`config.mk`:
```
export PLATFORM = sky130hd
export DESIGN_NAME = position_limit_polarity_objects
export DESIGN_NICKNAME = d
export VERILOG_FILES = /design/src/position_limit_polarity_objects.v /design/src/limit_cmp.v
export VERILOG_INCLUDE_DIRS = /design/src
export SDC_FILE = /design/constraint.sdc
export NUM_CORES = 1
export LEC_CHECK = 0
export ABC_CLOCK_PERIOD_IN_PS = 4760
export BUFFER_PORTS_ARGS = -buffer_cell sky130_fd_sc_hd__buf_2
export CORE_MARGIN = 2
export CORE_UTILIZATION = 50
export DETAILED_ROUTE_END_ITERATION = 10
export PLACE_DENSITY = 0.83
export SETUP_SLACK_MARGIN = 0.05
export SLEW_MARGIN = 30
export SYNTH_ARGS = -nofsm -noshare
export SYNTH_HDL_FRONTEND = slang
export SYNTH_SLANG_ARGS = --single-unit
export TNS_END_PERCENT = 50
```
`constraint.sdc`:
```
create_clock -name sys_clk -period 4.76 [get_ports sys_clk]
set_input_delay 0.714 -clock sys_clk [delete_from_list [all_inputs] [get_ports sys_clk]]
set_output_delay 0.714 -clock sys_clk [all_outputs]
set_load 0.05 [all_outputs]
```
`src/pos_limit_map.vh`:
```
`ifndef POS_LIMIT_MAP_VH
`define POS_LIMIT_MAP_VH
// ----------------------------------------
// Object indices and subindices
// ----------------------------------------
`define IDX_RANGE        16'h607B
`define IDX_HOME         16'h607C
`define IDX_SOFT         16'h607D
`define IDX_POLARITY     16'h607E
`define IDX_SPEED_CAP    16'h607F
`define SUB_COUNT        8'h00
`define SUB_MIN          8'h01
`define SUB_MAX          8'h02
// ----------------------------------------
// Reset values and fields
// ----------------------------------------
`define ENTRY_COUNT      8'h02
`define ZERO32           32'h00000000
`define POLARITY_RST     8'h00
`define SPEED_CAP_RST    32'h00007530
`define POL_MASK         8'hC0
`define BIT_VELOCITY_REV 6
`define BIT_POSITION_REV 7
// ----------------------------------------
// Operating mode codes
// ----------------------------------------
`define MODE_PP          8'h01
`define MODE_PV          8'h03
`define MODE_IP          8'h07
`define MODE_CSP         8'h08
`define MODE_CSV         8'h09
`endif

```
`src/position_limit_polarity_objects.v`:
```
`timescale 1ns/1ps
`include "pos_limit_map.vh"
module position_limit_polarity_objects (
   // Clock and reset
   input  wire        sys_clk,
   input  wire        arst_n,
   // Object access port
   input  wire        obj_wr,
   input  wire        obj_rd,
   input  wire [15:0] obj_index,
   input  wire [7:0]  obj_sub,
   input  wire [31:0] obj_wdata,
   output reg  [31:0] obj_rdata,
   output reg         obj_ack,
   output reg         obj_err,
   // Motion inputs
   input  wire [7:0]  mode,
   input  wire        closed_loop,
   input  wire [31:0] position_value,
   input  wire        target_valid,
   input  wire [31:0] target_position,
   input  wire [31:0] speed_request,
   input  wire [31:0] velocity_in,
   // Motion outputs
   output reg         range_overflow,
   output reg         target_accept,
   output reg         target_reject,
   output reg  [31:0] target_out,
   output reg  [31:0] speed_out,
   output reg         direction_reverse,
   output reg  [31:0] velocity_out,
   output reg         velocity_reverse_bit_out
);
   // ----------------------------------------
   // Parameter storage
   // ----------------------------------------
   reg [31:0] range_lower_bound_r;
   reg [31:0] range_upper_bound_r;
   reg [31:0] homing_offset_r;
   reg [31:0] soft_lower_limit_r;
   reg [31:0] soft_upper_limit_r;
   reg [7:0]  direction_reversal_r;
   reg [31:0] profile_speed_cap_r;
   // Read-only entry counts of the two array objects
   wire [7:0]  range_entry_count;
   wire [7:0]  soft_limit_entry_count;

   wire pos_below;
   wire pos_above;
   wire tgt_below;
   wire tgt_above;
   wire velocity_reverse_bit;
   wire position_reverse_bit;
   reg  [31:0] rdata_nxt;
   reg         hit_nxt;
   reg         rev_nxt;
   reg         cap_on;
   // Window results shared by the output flops
   wire        pos_out_of_range;
   wire        tgt_in_window;

   assign velocity_reverse_bit   = direction_reversal_r[`BIT_VELOCITY_REV];
   assign position_reverse_bit   = direction_reversal_r[`BIT_POSITION_REV];

   // Fixed entry counts of both arrays
   assign range_entry_count      = `ENTRY_COUNT;
   assign soft_limit_entry_count = `ENTRY_COUNT;
   assign pos_out_of_range       = pos_below | pos_above;
   assign tgt_in_window          = ~tgt_below & ~tgt_above;

   // Known object and subindex
   function valid_obj;
      input [15:0] idx;
      input [7:0]  sub;
      begin
         case (idx)
            `IDX_RANGE, `IDX_SOFT: valid_obj = (sub <= `SUB_MAX);
            `IDX_HOME, `IDX_POLARITY, `IDX_SPEED_CAP: valid_obj = (sub == `SUB_COUNT);
            default: valid_obj = 1'b0;
         endcase
      end
   endfunction

   // ----------------------------------------
   // Comparators
   // ----------------------------------------
   limit_cmp u_range (
      .value (position_value),
      .lower (range_lower_bound_r),
      .upper (range_upper_bound_r),
      .below (pos_below),
      .above (pos_above)
   );

   // Raw target only, no offset added
   limit_cmp u_soft (
      .value (target_position),
      .lower (soft_lower_limit_r),
      .upper (soft_upper_limit_r),
      .below (tgt_below),
      .above (tgt_above)
   );

   // ----------------------------------------
   // Read mux
   // ----------------------------------------
   always @* begin
      rdata_nxt = `ZERO32;
      hit_nxt   = valid_obj(obj_index, obj_sub);
      case (obj_index)
         `IDX_RANGE: begin
            if (obj_sub == `SUB_COUNT)
               rdata_nxt = {24'h000000, range_entry_count};
            else if (obj_sub == `SUB_MIN)
               rdata_nxt = range_lower_bound_r;
            else if (obj_sub == `SUB_MAX)
               rdata_nxt = range_upper_bound_r;
         end
         `IDX_SOFT: begin
            if (obj_sub == `SUB_COUNT)
               rdata_nxt = {24'h000000, soft_limit_entry_count};
            else if (obj_sub == `SUB_MIN)
               rdata_nxt = soft_lower_limit_r;
            else if (obj_sub == `SUB_MAX)
               rdata_nxt = soft_upper_limit_r;
         end
         `IDX_HOME:      rdata_nxt = homing_offset_r;
         `IDX_POLARITY:  rdata_nxt = {24'h000000, direction_reversal_r};
         `IDX_SPEED_CAP: rdata_nxt = profile_speed_cap_r;
         default:        rdata_nxt = `ZERO32;
      endcase
      if (!hit_nxt)
         rdata_nxt = `ZERO32;
   end

   // ----------------------------------------
   // Write decode
   // ----------------------------------------
   // Exact object and subindex match
   function obj_match;
      input [15:0] idx;
      input [7:0]  sub;
      input [15:0] want_idx;
      input [7:0]  want_sub;
      begin
         obj_match = (idx == want_idx) && (sub == want_sub);
      end
   endfunction

   // Access request, count write flag and write enables, one per writable register
   wire        obj_req;
   wire        count_wr;
   wire        wr_range_lower;
   wire        wr_range_upper;
   wire        wr_home;
   wire        wr_soft_lower;
   wire        wr_soft_upper;
   wire        wr_polarity;
   wire        wr_speed_cap;

   assign obj_req        = obj_wr | obj_rd;
   // Entry counts are read only; writes there only raise obj_err
   assign count_wr       = obj_wr & (obj_match(obj_index, obj_sub, `IDX_RANGE, `SUB_COUNT) |
                                     obj_match(obj_index, obj_sub, `IDX_SOFT, `SUB_COUNT));
   // Unknown objects never match, so they cannot write anything
   assign wr_range_lower = obj_wr & obj_match(obj_index, obj_sub, `IDX_RANGE, `SUB_MIN);
   assign wr_range_upper = obj_wr & obj_match(obj_index, obj_sub, `IDX_RANGE, `SUB_MAX);
   assign wr_home        = obj_wr & obj_match(obj_index, obj_sub, `IDX_HOME, `SUB_COUNT);
   assign wr_soft_lower  = obj_wr & obj_match(obj_index, obj_sub, `IDX_SOFT, `SUB_MIN);
   assign wr_soft_upper  = obj_wr & obj_match(obj_index, obj_sub, `IDX_SOFT, `SUB_MAX);
   assign wr_polarity    = obj_wr & obj_match(obj_index, obj_sub, `IDX_POLARITY, `SUB_COUNT);
   assign wr_speed_cap   = obj_wr & obj_match(obj_index, obj_sub, `IDX_SPEED_CAP, `SUB_COUNT);

   // ----------------------------------------
   // Parameter registers
   // ----------------------------------------
   // One process per register, so each enable sits beside its reset value
   always @(posedge sys_clk or negedge arst_n) begin
      if (!arst_n) begin
         range_lower_bound_r <= `ZERO32;
      end else if (wr_range_lower) begin
         range_lower_bound_r <= obj_wdata;
      end
   end

   always @(posedge sys_clk or negedge arst_n) begin
      if (!arst_n) begin
         range_upper_bound_r <= `ZERO32;
      end else if (wr_range_upper) begin
         range_upper_bound_r <= obj_wdata;
      end
   end

   always @(posedge sys_clk or negedge arst_n) begin
      if (!arst_n) begin
         homing_offset_r <= `ZERO32;
      end else if (wr_home) begin
         homing_offset_r <= obj_wdata;
      end
   end

   always @(posedge sys_clk or negedge arst_n) begin
      if (!arst_n) begin
         soft_lower_limit_r <= `ZERO32;
      end else if (wr_soft_lower) begin
         soft_lower_limit_r <= obj_wdata;
      end
   end

   always @(posedge sys_clk or negedge arst_n) begin
      if (!arst_n) begin
         soft_upper_limit_r <= `ZERO32;
      end else if (wr_soft_upper) begin
         soft_upper_limit_r <= obj_wdata;
      end
   end

   always @(posedge sys_clk or negedge arst_n) begin
      if (!arst_n) begin
         direction_reversal_r <= `POLARITY_RST;
      end else if (wr_polarity) begin
         direction_reversal_r <= obj_wdata[7:0] & `POL_MASK;
      end
   end

   always @(posedge sys_clk or negedge arst_n) begin
      if (!arst_n) begin
         profile_speed_cap_r <= `SPEED_CAP_RST;
      end else if (wr_speed_cap) begin
         profile_speed_cap_r <= obj_wdata;
      end
   end

   // ----------------------------------------
   // Access answer
   // ----------------------------------------
   always @(posedge sys_clk or negedge arst_n) begin
      if (!arst_n) begin
         obj_rdata <= `ZERO32;
         obj_ack   <= 1'b0;
         obj_err   <= 1'b0;
      end else begin
         obj_ack <= obj_req;
         // Refused accesses still answer, with the error flag set
         obj_err <= obj_req & (~hit_nxt | count_wr);
         // Read data holds between reads so a slow master can fetch it late
         if (obj_rd)
            obj_rdata <= rdata_nxt;
      end
   end

   // ----------------------------------------
   // Mode dependent direction and speed cap
   // ----------------------------------------
   always @* begin
      rev_nxt = 1'b0;
      cap_on  = 1'b0;
      case (mode)
         `MODE_PV, `MODE_CSV: rev_nxt = velocity_reverse_bit;
         `MODE_PP, `MODE_CSP: rev_nxt = position_reverse_bit;
         default: rev_nxt = 1'b0;
      endcase
      case (mode)
         `MODE_PP, `MODE_PV: cap_on = 1'b1;
         `MODE_IP:           cap_on = closed_loop;
         default:            cap_on = 1'b0;
      endcase
   end

   // ----------------------------------------
   // Motion outputs
   // ----------------------------------------
   always @(posedge sys_clk or negedge arst_n) begin
      if (!arst_n) begin
         range_overflow <= 1'b0;
         target_accept  <= 1'b0;
         target_reject  <= 1'b0;
         target_out     <= `ZERO32;
      end else begin
         // Level, not sticky: clears once the position is back in range
         range_overflow <= pos_out_of_range;
         target_accept  <= target_valid & tgt_in_window;
         target_reject  <= target_valid & ~tgt_in_window;
         // Last accepted target is held; rejected ones never reach the loop
         if (target_valid && tgt_in_window)
            target_out <= target_position;
      end
   end

   // ----------------------------------------
   // Speed and direction outputs
   // ----------------------------------------
   always @(posedge sys_clk or negedge arst_n) begin
      if (!arst_n) begin
         speed_out                <= `ZERO32;
         direction_reverse        <= 1'b0;
         velocity_out             <= `ZERO32;
         velocity_reverse_bit_out <= 1'b0;
      end else begin
         // Outside the capped modes the request passes unchanged
         if (cap_on && speed_request > profile_speed_cap_r)
            speed_out <= profile_speed_cap_r;
         else
            speed_out <= speed_request;
         direction_reverse <= rev_nxt;
         // Negation wraps for the most negative value
         velocity_out <= rev_nxt ? (~velocity_in + 32'h00000001) : velocity_in;
         velocity_reverse_bit_out <= velocity_reverse_bit;
      end
   end
endmodule // position_limit_polarity_objects

```
`src/limit_cmp.v`:
```
`timescale 1ns/1ps
module limit_cmp (
   // Value and bounds, signed
   input  wire signed [31:0] value,
   input  wire signed [31:0] lower,
   input  wire signed [31:0] upper,
   // Results
   output wire               below,
   output wire               above
);
   assign below = value < lower;
   assign above = value > upper;
endmodule // limit_cmp

```
==> flow_metrics.py <==
metrics = {
    "outcome": {
        "status": "finished clean",
    },
    "cells_and_area": {
        "drive_gt1_frac": 0.304,
        "utilization": 0.614,
        "fill_cells": 2809,
        "syn2layout_area_growth_pct": 20.5,
        "layout.cells.non_filler": 2466,
        "nets": 2335,
    },
    "power_and_ir_drop": {
        "power_density_mw_per_mm2": 337,
        "irDropWorstVdd_v": 0.000355,
        "p_leak_nw": 10.3,
    },
    "worst_setup_path": {
        "required_ns": 5.18,
        "startpoint_type": "register",
        "rr_worst_depth": 10,
        "crit_type": "register to register",
        "cp.arrival_ns": 4.01,
        "path_max_fanout": 19,
        "worst_setup_path_end_kind": "register",
    },
    "floorplan": {
        "io_pins": 333,
        "die_x_um": 192,
        "die_area_mm2": 0.0368,
        "die_y_um": 192,
        "start_util": 0.510,
        "num_rows": 68,
        "coreArea_mm2": 0.0346,
    },
    "logic_synthesis": {
        "yosys.area.top_type": "dfrtp_1",
        "netlist_area_mm2": 0.0176,
        "async_flop_share": 1.00,
        "avgSynthCellArea_um2": 10.7,
        "yosysWarningCount": 0,
        "synth_edf_count": 0,
        "yosys.area.top_type_share": 0.457,
        "synth_cell_type_count": 61,
        "synthTopCellsByArea": "dfrtp_1, ha_1, mux2_2",
        "post-synth-top-count-cell": "dfrtp_1",
        "synthFlopType": "dfrtp_1",
        "syn_inst": 1655,
        "synth_nets": 2012,
        "synth_seq_cells": 329,
        "ys_seq_area_frac": 0.467,
        "synthTopCellsByCount": "dfrtp_1, inv_1, ha_1",
    },
    "sta": {
        "tightest_slew_ns": 0.890,
        "hold_ws_ns": 0.0887,
        "period_minus_slack_ns": 3.59,
        "layout_setup_ws_ns": 1.17,
        "max_freq_mhz": 279,
        "finClkSkew_ns": 0.0161,
        "rsz0062_at_grt": "false",
        "timing.final.crit_share": 0.754,
        "slew_headroom": 0.407,
        "maxSlewViolCount": 0,
        "finalHoldViolCount": 0,
        "setup_viol": 0,
        "totalNegativeSetupSlack_ns": 0,
    },
    "global_route": {
        "antenna_found_initial": 3,
        "use_met1": 0.344,
        "grt_util_all_layers": 0.270,
        "grt_pass1_vias": 13960,
        "grt_overflow": 0,
        "use_met2": 0.462,
        "grtUsageMet3": 0.0475,
        "grt_max_degree": 129,
        "grt_pass1_wl_um": 76000,
        "grt-busiest-layer": "met2",
    },
    "place": {
        "dp.final_hpwl_um": 37700,
        "pre_cts_slack_ns": 0.815,
        "place_inst": 2392,
        "portBuffers": 332,
        "gp_congestion": 0.982,
    },
    "clocking": {
        "clk_latency_ns": 0.54,
        "cts.sinks": 329,
        "cts-root-buf": "clkbuf_16",
        "ctsResizeCount": 0,
        "cts_tree": "yes",
        "clkTransAtPathRegs_ns": 0.06,
        "htree_levels": 2,
        "post_cts_buffers": 0,
        "cts.path.max_buffers": 3,
        "cts_buffers": 38,
        "ctsHoldBuffers": 0,
    },
    "routing": {
        "wl_per_cell_um": 20.4,
        "dr.pass1.iters": 7,
        "route.detailed.drc": 0,
        "drt-vias-per-instance": 5.75,
        "routed_wl_um": 50400,
        "vias": 14178,
        "drt_iter0_drc": 1002,
        "ant_nets": 0,
    },
    "worst_hold_path": {
        "hp-class": "primary input to asynchronous set/reset pin",
    },
    "job": {
        "timing.max_cap.violations": 0,
    },
}
critical path, stage by stage, from the launching register on:
cell and delay (ns):
dfrtp_1 0.41, inv_1 0.06, ha_1 0.30, nand4_1 0.17, nor2_1 0.20, nand4_1 0.21, or4_1 0.60, a221o_2 0.35
a31oi_4 0.52, buf_8 0.27, mux2_2 0.36
cell usage in the layout, fill, tap and decap left out, types with 41 or more instances in the layout:
master / instances
a21oi_1: 45
o21ai_0: 125
ha_1: 159
inv_1: 199
o22ai_1: 64
nand2_1: 138
dfrtp_1: 322
a22oi_1: 58
buf_2: 331
mux2_2: 137
clkbuf_16: 41
registers in the layout, summed over array words and instances, names as in the netlist, 2 cells and up:
register / flops
range_upper_bound_r: 32
target_out: 32
homing_offset_r: 32
soft_upper_limit_r: 32
range_lower_bound_r: 32
profile_speed_cap_r: 32
velocity_out: 32
speed_out: 32
direction_reversal_r: 2
obj_rdata: 32
soft_lower_limit_r: 32
worst paths after layout:
check                      slack (ns)                                  to                                start
min in group sys_clk             0.34           velocity_out[0]$_DFF_PN0_                       velocity_in[0]
setup reg to reg                 1.17             speed_out[27]$_DFF_PN0_  profile_speed_cap_r[25]$_DFFE_PN0P_
setup / recovery                 1.17             speed_out[27]$_DFF_PN0_  profile_speed_cap_r[25]$_DFFE_PN0P_
max in group asynchronous        3.42  profile_speed_cap_r[5]$_DFFE_PN1P_                               arst_n
hold reg to reg                  0.50  velocity_reverse_bit_out$_DFF_PN0_  direction_reversal_r[6]$_DFFE_PN0P_
hold / removal                   0.09      homing_offset_r[6]$_DFFE_PN0P_                               arst_n
cell families (layout without fill, tap and decap cells):
group / count (synthesis) / after routing / synth area share
other: 0 / 3 / 0
multiplexers: 169 / 169 / 0.114
adder cells (fa/ha/maj): 159 / 159 / 0.113
XOR/XNOR: 30 / 30 / 0.0149
AO/OA/AOI/OAI: 411 / 411 / 0.151
AND/OR/NAND/NOR: 287 / 287 / 0.0793
flip-flops: 329 / 329 / 0.467
buffers and inverters: 270 / 623 / 0.0607
stage by stage:
stage          total power, mW  cell area (um2)
2_1_floorplan             3.54            17600
3_3_place_gp              3.88            19800
4_1_cts                   7.23            21200
6_report                  7.17            21300
5_1_grt                   7.42            21300
3_5_place_dp              3.90            19800
final cells by class:
class,instances,area (um2),share of cell area
Clock inverter,14,278,0.0131
Clock buffer,56,1160,0.0547
Antenna cell,3,7.51,0.000353
Inverter,199,747,0.0351
Timing Repair Buffer,354,1890,0.0889
Multi-Input combinational cell,1056,8370,0.393
Sequential cell,329,8240,0.388
Tap cell,455,569,0.0268
layer usage:
metal / wire length, um / share of wire
met1: 20300 / 0.40
met2: 24900 / 0.49
met3: 3410 / 0.068
met4: 1740 / 0.035
met5: 21 / 0.00042
power by group:
part | total, mW | internal [mW] | leakage (nW) | switching (mW)
Combinational | 0.921 | 0.292 | 5.73 | 0.629
Sequential | 2.93 | 2.89 | 3.86 | 0.0423
Clock | 3.32 | 2.13 | 0.708 | 1.19
Total | 7.17 | 5.31 | 10.3 | 1.86
No activity file was read; power rests on OpenSTA's default activity.
